`src/inc/gcp_pkg.sv`:
```
package gcp_pkg;
  localparam int unsigned GCP_PINS = 32;
  localparam logic [7:0] OP_PREFETCH = 8'h01;
  localparam logic [7:0] OP_ACTIVATE = 8'h02;
  localparam logic [7:0] OP_CFG_WR   = 8'h23;
  localparam logic [7:0] OP_CFG_RD   = 8'h24;
  localparam logic [7:0] OP_OUT_WR   = 8'h25;
  localparam logic [7:0] OP_OUT_RD   = 8'h26;
  localparam logic [7:0] OP_RSV_RD   = 8'h27;
  localparam logic [1:0] CFG_KEEP    = 2'h0;
  localparam logic [1:0] CFG_INPUT   = 2'h1;
  localparam logic [1:0] CFG_PUSH    = 2'h2;
  localparam logic [1:0] CFG_OPEN    = 2'h3;
  localparam logic [3:0] WR_BYTES    = 4'h9;
  localparam logic [3:0] PRE_BYTES   = 4'h2;
  localparam logic [3:0] CNT_SAT     = 4'hA;
  localparam logic [2:0] FLASH_LAST  = 3'h7;
  localparam logic [4:0] REG_CMD     = 5'h00;
  localparam logic [4:0] REG_WDATA0  = 5'h04;
  localparam logic [4:0] REG_WDATA1  = 5'h08;
  localparam logic [4:0] REG_RDATA0  = 5'h0C;
  localparam logic [4:0] REG_RDATA1  = 5'h10;
  localparam logic [4:0] REG_STATUS  = 5'h14;
  localparam logic [4:0] REG_IRQ_ST  = 5'h18;
  localparam logic [4:0] REG_IRQ_MSK = 5'h1C;
  localparam int unsigned IRQ_DONE   = 0;
  localparam int unsigned IRQ_ERR    = 1;
  localparam logic [1:0] HTRANS_NSEQ = 2'h2;

  // Bytes returned by an activate for a prefetched opcode, zero if none
  function automatic logic [3:0] gcp_rsp_len(input logic [7:0] op);
    if (op == OP_CFG_RD) begin
      return 4'h8;
    end else if (op == OP_OUT_RD || op == OP_RSV_RD) begin
      return 4'h4;
    end else begin
      return 4'h0;
    end
  endfunction : gcp_rsp_len
endpackage : gcp_pkg

```
`src/inc/gcp_link_if.sv`:
```
interface gcp_link_if;
  logic       h2d_valid;
  logic [7:0] h2d_data;
  logic       h2d_last;
  logic       h2d_ready;
  logic       d2h_valid;
  logic [7:0] d2h_data;
  logic       d2h_last;
  logic       dev_err;
  modport dev (input h2d_valid, h2d_data, h2d_last,
               output h2d_ready, d2h_valid, d2h_data, d2h_last, dev_err);
  modport hst (output h2d_valid, h2d_data, h2d_last,
               input h2d_ready, d2h_valid, d2h_data, d2h_last, dev_err);
endinterface : gcp_link_if

```
`src/hdl/gcp_flash_loader.sv`:
```
module gcp_flash_loader (
  input  wire logic        hclk,
  input  wire logic        hresetn,
  output logic             flash_rd,
  output logic [2:0]       flash_addr,
  input  wire logic [7:0]  flash_rdata,
  input  wire logic        flash_ack,
  output logic [63:0]      ld_cfg,
  output logic             ld_done
);
  import gcp_pkg::*;
  logic [2:0]  addr_reg, addr_next;
  logic [63:0] cfg_reg, cfg_next;
  logic        done_reg, done_next;

  always_comb begin
    addr_next = addr_reg;
    cfg_next  = cfg_reg;
    done_next = done_reg;
    if (!done_reg && flash_ack) begin
      cfg_next[{addr_reg, 3'b000} +: 8] = flash_rdata;
      addr_next = addr_reg + 3'h1;
      if (addr_reg == FLASH_LAST) begin
        done_next = 1'b1;
      end
    end
  end

  always_ff @(posedge hclk or negedge hresetn) begin
    if (!hresetn) begin
      addr_reg <= 3'h0;
      cfg_reg  <= 64'h0000_0000_0000_0000;
      done_reg <= 1'b0;
    end else begin
      addr_reg <= addr_next;
      cfg_reg  <= cfg_next;
      done_reg <= done_next;
    end
  end

  assign flash_rd   = !done_reg;
  assign flash_addr = addr_reg;
  assign ld_cfg     = cfg_reg;
  assign ld_done    = done_reg;
endmodule : gcp_flash_loader

```
`src/hdl/gcp_device.sv`:
```
// The implementer's own choices: register access over AHB-Lite and the address map.
module gcp_device (
  input  wire logic        hclk,
  input  wire logic        hresetn,
  gcp_link_if.dev          link,
  input  wire logic [31:0] gpio_in,
  output logic [31:0]      gpio_out,
  output logic [31:0]      gpio_oe,
  output logic             flash_rd,
  output logic [2:0]       flash_addr,
  input  wire logic [7:0]  flash_rdata,
  input  wire logic        flash_ack,
  output logic             cfg_loaded,
  output logic             cmd_error
);
  import gcp_pkg::*;
  typedef enum logic [2:0] {
    ST_LOAD, ST_IDLE, ST_RX, ST_EXEC, ST_TX
  } gcp_dstate_type;

  gcp_dstate_type state_reg, state_next;
  logic [7:0]  op_reg, op_next;
  logic [3:0]  cnt_reg, cnt_next;
  logic [63:0] par_reg, par_next;
  logic [63:0] cfg_reg, cfg_next;
  logic [31:0] outv_reg, outv_next;
  logic [7:0]  pend_reg, pend_next;
  logic [63:0] tx_reg, tx_next;
  logic [3:0]  len_reg, len_next;
  logic        err_reg, err_next;
  logic [31:0] pout_reg, pout_next;
  logic [31:0] poe_reg, poe_next;
  logic [63:0] ld_cfg;
  logic        ld_done;
  logic [31:0] rsv;
  logic [31:0] cfg_nz;
  logic        take;

  gcp_flash_loader u_loader (
    .hclk        (hclk),
    .hresetn     (hresetn),
    .flash_rd    (flash_rd),
    .flash_addr  (flash_addr),
    .flash_rdata (flash_rdata),
    .flash_ack   (flash_ack),
    .ld_cfg      (ld_cfg),
    .ld_done     (ld_done)
  );

  // Reserved pins of the held config and nonzero fields of the received config
  always_comb begin
    for (int i = 0; i < GCP_PINS; i++) begin
      rsv[i]    = cfg_reg[2*i +: 2] == CFG_KEEP;
      cfg_nz[i] = par_reg[2*i +: 2] != CFG_KEEP;
    end
  end

  assign link.h2d_ready = state_reg == ST_IDLE || state_reg == ST_RX;
  assign take = link.h2d_valid && link.h2d_ready;

  always_comb begin
    state_next = state_reg;
    op_next    = op_reg;
    cnt_next   = cnt_reg;
    par_next   = par_reg;
    cfg_next   = cfg_reg;
    outv_next  = outv_reg;
    pend_next  = pend_reg;
    tx_next    = tx_reg;
    len_next   = len_reg;
    err_next   = err_reg;
    case (state_reg)
      ST_LOAD: begin
        if (ld_done) begin
          cfg_next   = ld_cfg;
          state_next = ST_IDLE;
        end
      end
      ST_IDLE: begin
        if (take) begin
          op_next    = link.h2d_data;
          cnt_next   = 4'h1;
          par_next   = 64'h0000_0000_0000_0000;
          err_next   = 1'b0;
          state_next = link.h2d_last ? ST_EXEC : ST_RX;
        end
      end
      ST_RX: begin
        if (take) begin
          par_next = {link.h2d_data, par_reg[63:8]};
          if (cnt_reg != CNT_SAT) begin
            cnt_next = cnt_reg + 4'h1;
          end
          if (link.h2d_last) begin
            state_next = ST_EXEC;
          end
        end
      end
      ST_EXEC: begin
        state_next = ST_IDLE;
        case (op_reg)
          OP_CFG_WR: begin
            if (cnt_reg != WR_BYTES || (cfg_nz & rsv) != 32'h0000_0000) begin
              err_next = 1'b1;
            end else begin
              for (int i = 0; i < GCP_PINS; i++) begin
                if (par_reg[2*i +: 2] != CFG_KEEP) begin
                  cfg_next[2*i +: 2] = par_reg[2*i +: 2];
                end
              end
            end
          end
          OP_OUT_WR: begin
            if (cnt_reg != WR_BYTES || (par_reg[31:0] & rsv) != 32'h0000_0000)
            begin
              err_next = 1'b1;
            end else begin
              outv_next = (outv_reg & ~par_reg[31:0]) |
                          (par_reg[63:32] & par_reg[31:0]);
            end
          end
          OP_PREFETCH: begin
            if (cnt_reg != PRE_BYTES || gcp_rsp_len(par_reg[63:56]) == 4'h0)
            begin
              err_next = 1'b1;
            end else begin
              pend_next = par_reg[63:56];
            end
          end
          OP_ACTIVATE: begin
            len_next = gcp_rsp_len(pend_reg);
            if (cnt_reg != 4'h1 || len_next == 4'h0) begin
              err_next = 1'b1;
            end else begin
              state_next = ST_TX;
              if (pend_reg == OP_CFG_RD) begin
                tx_next = cfg_reg;
              end else if (pend_reg == OP_OUT_RD) begin
                tx_next = {32'h0000_0000, gpio_in};
              end else begin
                tx_next = {32'h0000_0000, rsv};
              end
            end
          end
          default: begin
            err_next = 1'b1;
          end
        endcase
      end
      ST_TX: begin
        tx_next  = {8'h00, tx_reg[63:8]};
        len_next = len_reg - 4'h1;
        if (len_reg == 4'h1) begin
          state_next = ST_IDLE;
        end
      end
      default: begin
        state_next = ST_IDLE;
      end
    endcase
  end

  always_ff @(posedge hclk or negedge hresetn) begin
    if (!hresetn) begin
      state_reg <= ST_LOAD;
      op_reg    <= 8'h00;
      cnt_reg   <= 4'h0;
      par_reg   <= 64'h0000_0000_0000_0000;
      cfg_reg   <= 64'h0000_0000_0000_0000;
      outv_reg  <= 32'h0000_0000;
      pend_reg  <= 8'h00;
      tx_reg    <= 64'h0000_0000_0000_0000;
      len_reg   <= 4'h0;
      err_reg   <= 1'b0;
    end else begin
      state_reg <= state_next;
      op_reg    <= op_next;
      cnt_reg   <= cnt_next;
      par_reg   <= par_next;
      cfg_reg   <= cfg_next;
      outv_reg  <= outv_next;
      pend_reg  <= pend_next;
      tx_reg    <= tx_next;
      len_reg   <= len_next;
      err_reg   <= err_next;
    end
  end

  // Pin drivers from configuration and stored values
  always_comb begin
    for (int i = 0; i < GCP_PINS; i++) begin
      pout_next[i] = (cfg_reg[2*i +: 2] == CFG_PUSH) && outv_reg[i];
      poe_next[i]  = (cfg_reg[2*i +: 2] == CFG_PUSH) ||
                     ((cfg_reg[2*i +: 2] == CFG_OPEN) && !outv_reg[i]);
    end
  end

  always_ff @(posedge hclk or negedge hresetn) begin
    if (!hresetn) begin
      pout_reg <= 32'h0000_0000;
      poe_reg  <= 32'h0000_0000;
    end else begin
      pout_reg <= pout_next;
      poe_reg  <= poe_next;
    end
  end

  assign gpio_out      = pout_reg;
  assign gpio_oe       = poe_reg;
  assign link.d2h_valid = state_reg == ST_TX;
  assign link.d2h_data  = tx_reg[7:0];
  assign link.d2h_last  = state_reg == ST_TX && len_reg == 4'h1;
  assign link.dev_err   = err_reg;
  assign cmd_error      = err_reg;
  assign cfg_loaded     = state_reg != ST_LOAD;
endmodule : gcp_device

```
`src/flat_wrapper.sv`:
```
// flat-port wrapper written by rule: the top's interface ports become plain ports
module gcp_device_flat import gcp_pkg::*;
  (hclk, hresetn, gpio_in, gpio_out, gpio_oe, flash_rd, flash_addr, flash_rdata, flash_ack, cfg_loaded, cmd_error, link_h2d_valid, link_h2d_data, link_h2d_last, link_h2d_ready, link_d2h_valid, link_d2h_data, link_d2h_last, link_dev_err);
  gcp_link_if link_i ();
  input  wire logic hclk;
  input  wire logic hresetn;
  input  wire logic [31:0] gpio_in;
  output logic [31:0] gpio_out;
  output logic [31:0] gpio_oe;
  output logic flash_rd;
  output logic [2:0] flash_addr;
  input  wire logic [7:0] flash_rdata;
  input  wire logic flash_ack;
  output logic cfg_loaded;
  output logic cmd_error;
  input wire logic [$bits(link_i.h2d_valid)-1:0] link_h2d_valid;
  input wire logic [$bits(link_i.h2d_data)-1:0] link_h2d_data;
  input wire logic [$bits(link_i.h2d_last)-1:0] link_h2d_last;
  output wire logic [$bits(link_i.h2d_ready)-1:0] link_h2d_ready;
  output wire logic [$bits(link_i.d2h_valid)-1:0] link_d2h_valid;
  output wire logic [$bits(link_i.d2h_data)-1:0] link_d2h_data;
  output wire logic [$bits(link_i.d2h_last)-1:0] link_d2h_last;
  output wire logic [$bits(link_i.dev_err)-1:0] link_dev_err;
  assign link_i.h2d_valid = link_h2d_valid;
  assign link_i.h2d_data = link_h2d_data;
  assign link_i.h2d_last = link_h2d_last;
  assign link_h2d_ready = link_i.h2d_ready;
  assign link_d2h_valid = link_i.d2h_valid;
  assign link_d2h_data = link_i.d2h_data;
  assign link_d2h_last = link_i.d2h_last;
  assign link_dev_err = link_i.dev_err;
  gcp_device u_core (.hclk(hclk), .hresetn(hresetn), .link(link_i), .gpio_in(gpio_in), .gpio_out(gpio_out), .gpio_oe(gpio_oe), .flash_rd(flash_rd), .flash_addr(flash_addr), .flash_rdata(flash_rdata), .flash_ack(flash_ack), .cfg_loaded(cfg_loaded), .cmd_error(cmd_error));
endmodule
```
`config.mk`:
```
export PLATFORM = sky130hd
export DESIGN_NAME = gcp_device_flat
export DESIGN_NICKNAME = d
export VERILOG_FILES = /design/src/inc/gcp_pkg.sv /design/src/inc/gcp_link_if.sv /design/src/hdl/gcp_flash_loader.sv /design/src/hdl/gcp_device.sv /design/src/flat_wrapper.sv
export SDC_FILE = /design/constraint.sdc
export NUM_CORES = 1
export LEC_CHECK = 0
export BUFFER_PORTS_ARGS = -buffer_cell sky130_fd_sc_hd__buf_2
export CAP_MARGIN = 20
export CORE_MARGIN = 1
export CORE_UTILIZATION = 45
export CTS_CLUSTER_DIAMETER = 60
export DETAILED_ROUTE_END_ITERATION = 10
export GPL_TIMING_DRIVEN = 1
export PLACE_DENSITY = 0.75
export SYNTH_ARGS = -nofsm -noshare
export SYNTH_HDL_FRONTEND = slang
export SYNTH_SLANG_ARGS = --single-unit
export TNS_END_PERCENT = 10
```
`constraint.sdc`:
```
create_clock -name hclk -period 3 [get_ports hclk]
set_input_delay 0.3 -clock hclk [delete_from_list [all_inputs] [get_ports hclk]]
set_output_delay 0.3 -clock hclk [all_outputs]
set_load 0.005 [all_outputs]
```
# Yosys cells after proc, flatten, opt, wreduce, memory -nomap -nowiden
# Index checks and enable logic that the tools add are counted.
# word_totals
elab_cells,520
output_inout_bits,82
in_bits,53
reg_bits,384
# op_classes
n_eq_ne,130
reduce_logical,255
mux,75
shifts,2
n_addsub,4
n_bitwise,8
# op_table
op,count
$mux W64,8
$pmux W64 S2,3
$reduce_and A5 Y1,33
$and A32 B32 Y32,4
$eq A2 B2 Y1 const B,64
$ne A2 B1 Y1 const B,36
$reduce_bool A2 Y1,36
$logic_and A1 B1 Y1,67
$bwmux W64,1
$eq A8 B6 Y1 const B,8
$logic_not A2 Y1,32
$mux W2,32
$reduce_bool A32 Y1,2
$shift A8 B8 Y64 const A,1
$shiftx A8 B8 Y64,1
$mux W4,10
$logic_or A1 B1 Y1,39
$logic_not A1 Y1,33
$mux W32,1
$not A32 Y32,1
$or A32 B32 Y32,1
$mux W3,9
$pmux W4 S2,2
$pmux W3 S5,1
other kinds (26),49

# Longest topological paths before layout
# Gate-level depths: netlist of the first run.
# logic_depth
word_depth,11
mapped_depth,10

# Cells and area by module
# From an unflattened synthesis of the first run, not the netlist that was laid out.
# unflattened
cells_unflattened,1927
area_unflattened_um2,18736.7
# modules_own_cells
mod,cells_each,area_each_um2,instances,seq_area_each_um2
gcp_device,1748,15909.0,1,7907.6
gcp_flash_loader,179,2827.7,1,1701.6

# Least setup slack after synthesis of the first run
# Ideal clock, no wire load.
# synth_path
kind,flip-flop to flip-flop
start,"register u_core.u_loader.addr_reg[0], in the netlist u_core.u_loader.flash_addr[0]"
end,"register u_core.u_loader.cfg_reg[32], in the netlist u_core.u_loader.ld_cfg[32]"
path_stages_with_launch,8
period_less_slack_ns,2.665
setup_ns,0.125
n_path_buf,1
slack_ns,0.335
arrival_time_ns,2.540
cell_sequence,dfrtp_1 clkbuf_1 inv_1 ha_1 ha_1 nor3b_1 nor4b_2 mux2_2
# synth_via
elab_chain_cells,3
# synth_lines
item,line,source
start: declaration,gcp_flash_loader.sv:12,"logic [2:0] addr_reg, addr_next;"
start signal: assignment,gcp_flash_loader.sv:35,addr_reg <= addr_next;
$neg A6 Y8 (*),gcp_flash_loader.sv:21,"cfg_next[{addr_reg, 3'b000} +: 8] = flash_rdata;"
$shiftx A8 B8 Y64 / $shift A8 B8 Y64 (equally long branches),gcp_flash_loader.sv:21,
$bwmux W64 (*),gcp_flash_loader.sv:21,
end signal: assignment,gcp_flash_loader.sv:36,cfg_reg <= cfg_next;
end: declaration,gcp_flash_loader.sv:13,"logic [63:0] cfg_reg, cfg_next;"
# Mark *: on every way between the ends. The rest lies on a longest branch, timed or not.
# A chain may end at the register's enable or synchronous reset.

# Worst setup path in the final report of the first run
# layout_path
start,register u_core.par_reg[37]
end,register u_core.cfg_reg[52]
# layout_via
elab_chain_cells,6
# layout_lines
item,line,source
start: declaration,gcp_device.sv:24,"logic [63:0] par_reg, par_next;"
start signal: assignment,gcp_device.sv:179,par_reg <= par_next;
$reduce_bool A2 Y1,gcp_device.sv:54,cfg_nz[i] = par_reg[2*i +: 2] != CFG_KEEP;
$and A32 B32 Y32,gcp_device.sv:103,if (cnt_reg != WR_BYTES || (cfg_nz & rsv) != 32'h0000_0000) begin
$reduce_bool A32 Y1,gcp_device.sv:103,
$logic_or A1 B1 Y1,gcp_device.sv:103,
$ne A2 B2 Y1 (no line),--,
$reduce_and A5 Y1 (no line),--,
end signal: assignment,gcp_device.sv:180,cfg_reg <= cfg_next;
end: declaration,gcp_device.sv:25,"logic [63:0] cfg_reg, cfg_next;"
# Every way passes these cells.

==> results.toml, run 1 <==
[floorplanning]
die-area_mm2 = 0.0401
die_w_um = 200
die_y_um = 200
rows = 72
coreArea_mm2 = 0.0387
io_pins = 135
start_util = 0.456

[layout]
layout.nets = 2038
instances_no_fill = 2524
n_fill_cell = 3385
antennaDiodeCount = 0
syn_to_final_growth_pct = 18.8
layout-drive-gt1-share = 0.200

[clock_tree]
root_buffer = "clkbuf_16"
htreeDepth = 2
clkSinkCount = 384
cts_tree = "built"
clkTransAtPathRegs_ps = 60
clock_path_buffers = 3
clk_latency_ps = 570
numCtsBuffers = 42
post_cts_buffers = 0

[synth]
synth_top_area_frac = 0.544
ys_seq_elements = 384
synthArstFlopShare = 1.00
yosysWarningCount = 0
synth.avg_cell_area_um2 = 9.77
synth_cells = 1809
yosysSeqAreaShare = 0.544
synth_area_mm2 = 0.0177
synth_edf_count = 0
ys_types = 56
synth_top_area_cell = "dfrtp_1"
syn-num-nets = 1874
ys.flop_type = "dfrtp_1"
synth.top_cells.by_area = "dfrtp_1, o21ai_0, nand2_1"

[sta]
hold_viol = 0
finalMaxSlewViolations = 0
grt_setup_unrepaired = "no"
fin_crit_sh = 0.973
finalSetupViolations = 0
slew_headroom = 0.299
min_period_ps = 2920
fmax_mhz = 343
tightest_slew_ps = 1040
tns_ps = 0
skew_ps = 28.0

[critical_path]
critPathKind = "flip-flop to flip-flop"
crit_chain = "o21ai_0 > and4_1 > nand4_1 > buf_4 > o311ai_1 > o21ai_1"
slowest_stage = "o21ai_0"
critPathArrivalTime_ps = 3350
critPathLaunchType = "flip-flop"
cp.required_ps = 3430
worstPathMaxFanout = 32
cp-end-kind = "flip-flop"
cpPeakStageDelay_ps = 820

[global_routing]
grt_pass1_vias = 15000
gr-total-overflow = 0
track_usage = 0.322
grt_max_degree = 125
antenna_found_initial = 3
grt_pass1_wl_mm = 96.6

[power_and_ir_drop]
ir_drop_mv = 0.692
power_density_mw_per_mm2 = 668
p_leak_nw = 9.40

[place]
io_buffers = 134
place_hpwl_mm = 47.5
place_congestion = 1.03
placed_cells = 2441

[hold_path]
holdCritPathClass = "input port to flip-flop"

[routing]
final_antenna_net_count = 0
vias = 15600
drcViolationCount = 0
drt_iter0_markers = 2051
first_pass_iters = 6
wl_per_cell_um = 25.7
drt-total-wl_mm = 65.0
via_per_inst = 6.19

[run_status]
outcome = "completed"

[job]
drv_cap = 0
metal layers:
metal / vias to the layer above / track usage / routed length (µm)
met3: 201 / 0.0739 / 7170
li1: 6744 / - / -
met2: 1008 / 0.476 / 28000
met4: 2 / 0.167 / 3710
met1: 7658 / 0.443 / 26000
met5: - / 0 / 13
where the power goes:
part / internal [mW] / switching (mW)
clock network: 3.54 / 2.24
logic: 0.654 / 2.08
registers: 5.33 / 0.184
cells in the final DEF (no fill, tap or decap), drive strengths merged, types with 21 or more instances in the layout:
cell type  instances
dfrtp            384
buf              242
o21ai            221
nand2            214
nor2             171
nand3            105
a21oi             85
inv               79
o311ai            66
mux2              61
clkbuf            56
a31oi             44
a21boi            35
and3b             32
mux2i             31
o211ai            21
cell families after synthesis:
| logic type | Yosys count | share of synthesized area |
|---|---|---|
| adders and majority gates | 12 | 0.00849 |
| AOI/OAI and AO/OA | 508 | 0.176 |
| buffers and inverters | 202 | 0.0524 |
| muxes | 92 | 0.0564 |
| DFF | 384 | 0.544 |
| xor gates and xnor gates | 1 | 0.000496 |
| and+or+nand+nor | 610 | 0.163 |
final timing paths:
| kind | slack [ps] | end | cells after the start | start |
|---|---|---|---|---|
| min in group asynchronous | 260 | u_core.u_loader.ld_cfg[44] | 2 | hresetn |
| max in group asynchronous | 1800 | u_core.u_loader.ld_cfg[1] | 3 | hresetn |
| worst min-delay path | 10 | u_core.op_reg[6] | 2 | link_h2d_data[6] |
| worst max register to register | 80 | u_core.cfg_reg[52] | 6 | u_core.par_reg[37] |
| worst min register to register | 470 | u_core.gpio_oe[1] | 1 | flip-flop |
| worst max-delay path | 80 | u_core.cfg_reg[52] | 6 | u_core.par_reg[37] |
what timing repair did:
| item | 4_1_cts | 5_1_grt |
|---|---|---|
| hold buffers | 5 | 0 |
| setup endpoints to repair | 0 | 1 |
| hold endpoints to repair | 58 | 0 |
| gates resized for setup | 0 | 1 |
critical path: cells and delay by family (launching register included):
| kind | cells | cell delay (ps) |
|---|---|---|
| DFF | 1 | 380 |
| buffers and inverters | 1 | 390 |
| and+or+nand+nor | 2 | 670 |
| AOI/OAI and AO/OA | 3 | 1320 |
through the flow:
step	power (mW)	hold WS (ps)	instance area [µm²]	util	setup slack (ps)
after detailed placement	8.17	272	19400	0.500	282
after floorplan	7.19	4.41	17700	-	335
after global placement	8.12	273	19400	0.500	202
final	14.0	10.2	21000	0.542	80.8
after global routing	14.4	16.2	21000	0.542	102
after CTS	13.9	0.558	21000	0.541	251
synth_stat cells, drive strengths merged, types with 7 or more instances:
library cell  count
a211oi           11
a21boi           35
a21oi            85
a31oi            44
and3b            32
buf              40
clkbuf           87
dfrtp           384
ha               12
inv              75
mux2             61
mux2i            31
nand2           214
nand3           105
nand4             9
nor2            171
nor2b             7
nor3              9
nor3b            16
nor4             11
o211ai           21
o21ai           221
o311ai           66
or2              14
area by class of cell:
cell class / instances / area [µm²] / share of cell area
multi-input cells: 1223 / 7190 / 0.342
clock inverters: 21 / 345 / 0.0165
well taps: 518 / 648 / 0.0309
repair buffers: 247 / 1710 / 0.0815
flip-flops and latches: 384 / 9610 / 0.458
clock buffers: 56 / 1200 / 0.0574
inverters: 75 / 282 / 0.0134
No activity file was read; power rests on OpenSTA's default activity.
==> run 2: changes to the inputs <==
--- a/config.mk
+++ b/config.mk
@@ -7,6 +7,7 @@
 export LEC_CHECK = 0
 export BUFFER_PORTS_ARGS = -buffer_cell sky130_fd_sc_hd__buf_2
 export CAP_MARGIN = 20
+export CORE_ASPECT_RATIO = 0.5
 export CORE_MARGIN = 1
 export CORE_UTILIZATION = 45
 export CTS_CLUSTER_DIAMETER = 60
==> run 2 against run 1 <==
  * Clock skew down 0.60 ps
  * Sequential power up 1%
  * Non-clock buffer count down 13
  * Cell count down 0.87%
  * Utilization down 0.28 points
  * Register-to-register slack better by 100 ps
  * Maximum frequency up 3.6%
  * Cell area down 2.3%
  * Clock power down 19%
  * Clock-buffer cell count down 7
  * Critical path type unchanged
  * Critical endpoint is now u_core.cfg_reg[44]
  * Largest cell class unchanged
==> results.toml, run 2 (same netlist as run 1, synthesis figures left out) <==
[power_and_ir_drop]
power_density_mw_per_mm2 = 625
ir_drop_mv = 0.648
p_leak_nw = 9.16

[floorplanning]
rows = 50
io_pins = 135
die_w_um = 282
die-area_mm2 = 0.0401
die_y_um = 142
start_util = 0.465
coreArea_mm2 = 0.0380

[clock_tree]
post_cts_buffers = 0
root_buffer = "clkbuf_16"
numCtsBuffers = 37
clkSinkCount = 384
cts_tree = "built"
htreeDepth = 2
clock_path_buffers = 3
ctsResizeCount = 0
clk_latency_ps = 560
clkTransAtPathRegs_ps = 80

[layout]
final_cell_mix = "dfrtp_1, nand2_1, nor2_1"
layout-drive-gt1-share = 0.191
layout_commonest_cell = "dfrtp_1"
syn_to_final_growth_pct = 16.0
layout.nets = 2020
fin_area_mm2 = 0.0205
fin_util = 0.539

[global_routing]
grt_max_degree = 129
top_usage_layer = "met1"
grt_pass1_vias = 14500
use_met3 = 0.107
gr-total-overflow = 0
grtUsageMet1 = 0.469
track_usage = 0.322
use_met2 = 0.452
grt_pass1_wl_mm = 94.3
antenna_found_initial = 2

[critical_path]
slowest_stage = "or3_4"
worstPathMaxFanout = 32
crit_family = "simple AND/OR/NAND/NOR gates"
crit_start = "u_core.op_reg[4]"
crit_cells = 7
critPathArrivalTime_ps = 3280
cp.required_ps = 3460
critPathLaunchType = "flip-flop"
timing.rr.end = "u_core.cfg_reg[44]"
r2r_setup_slack_ps = 180
crit_path_end = "u_core.cfg_reg[44]"
cp_num_buf_inv = 1
rr_worst_depth = 7
cp-end-kind = "flip-flop"
r2r-start = "u_core.op_reg[4]"
crit_chain = "or3_4 > nor4_4 > or3b_1 > or3_4 > o21a_2 > buf_12 > o21ai_1"
cpPeakStageDelay_ps = 430
cp_common_cell = "or3_4"
critPathKind = "flip-flop to flip-flop"

[place]
place_congestion = 1.05
place_hpwl_mm = 47.5
io_buffers = 134
placed_area_mm2 = 0.0193

[sta]
fmax_mhz = 355
grt_setup_unrepaired = "no"
skew_ps = 27.4
finalMaxSlewViolations = 0
min_period_ps = 2820
tightest_slew_ps = 839
finalSetupViolations = 0
tns_ps = 0
fin_crit_sh = 0.939
hold_viol = 0
slew_headroom = 0.435

[routing]
drt_iter0_markers = 2526
drcViolationCount = 0
wl_per_cell_um = 25.6
vias = 15500
final_antenna_net_count = 0
drt-total-wl_mm = 64.0
via_per_inst = 6.18
first_pass_iters = 6

[job]
drv_cap = 0

[hold_path]
holdCritPathClass = "input port to flip-flop"
min_from = "link_h2d_data[3]"

[run_status]
outcome = "completed"
## run 2: cell types whose count changed in the layout (fill, tap and decap cells not counted), moves of 2 or more
| cell | before | now |
|---|---|---|
| buf_12 | 12 | 10 |
| buf_4 | 95 | 87 |
| bufinv_16 | 8 | 1 |
| clkbuf_16 | 43 | 38 |
| clkbuf_8 | 8 | 6 |
| clkinv_2 | 6 | 8 |
| clkinv_4 | 1 | 3 |
| dlygate4sd3_1 | 5 | 2 |
## run 2: how the worst min path moves through the flow
stage / endpoint / slack (ps) / depth (start not counted)
4_1_cts: u_core.op_reg[5] / 4 / 3
5_1_grt: u_core.op_reg[3] / 20 / 2
3_5_place_dp: u_core.u_loader.ld_done / 330 / 1
2_1_floorplan: async pin / 4 / 0
6_report: u_core.op_reg[3] / 10 / 2
3_3_place_gp: u_core.u_loader.ld_done / 320 / 1
## run 2: per-stage QoR
| stage | setup WS (ps) | instances | hold slack, ps | total power, mW |
|---|---|---|---|---|
| global placement | 255 | 2433 | 322 | 8.02 |
| global route | 83.1 | 2501 | 19.6 | 13.2 |
| detailed placement | 227 | 2433 | 332 | 8.07 |
| finish | 182 | 2502 | 13.8 | 12.8 |
| floorplan | 335 | 1809 | 4.41 | 7.19 |
| CTS | 205 | 2500 | 4.28 | 12.7 |
## run 2: repair_timing
| action | CTS | global route |
|---|---|---|
| endpoints found under the hold margin | 67 | 0 |
| hold buffers | 2 | 0 |
| endpoints found under the setup margin | 0 | 0 |
## run 2: area by class of cell
cell class / count / area (µm²)
antenna: 1 / 2.50
clock buffer: 49 / 1050
clock inverter: 16 / 139
fill: 3458 / 17500
inverter: 75 / 282
multi-input combinational: 1223 / 7190
sequential: 384 / 9610
tap: 520 / 651
timing repair buffer: 234 / 1580
## run 2: per-layer routing
| metal | vias to the layer above | routed length, µm |
|---|---|---|
| met2 | 965 | 26400 |
| met1 | 7662 | 26700 |
| li1 | 6701 | - |
| met3 | 137 | 8860 |
| met4 | 0 | 2050 |
| met5 | - | 0 |
## run 2: power by group
| part | total [mW] | internal [mW] | leakage [nW] | switching [mW] |
|---|---|---|---|---|
| sequential | 5.57 | 5.33 | 5.16 | 0.240 |
| clock | 4.68 | 2.58 | 0.588 | 2.10 |
| combinational | 2.57 | 0.593 | 3.41 | 1.98 |
| total | 12.8 | 8.50 | 9.16 | 4.33 |
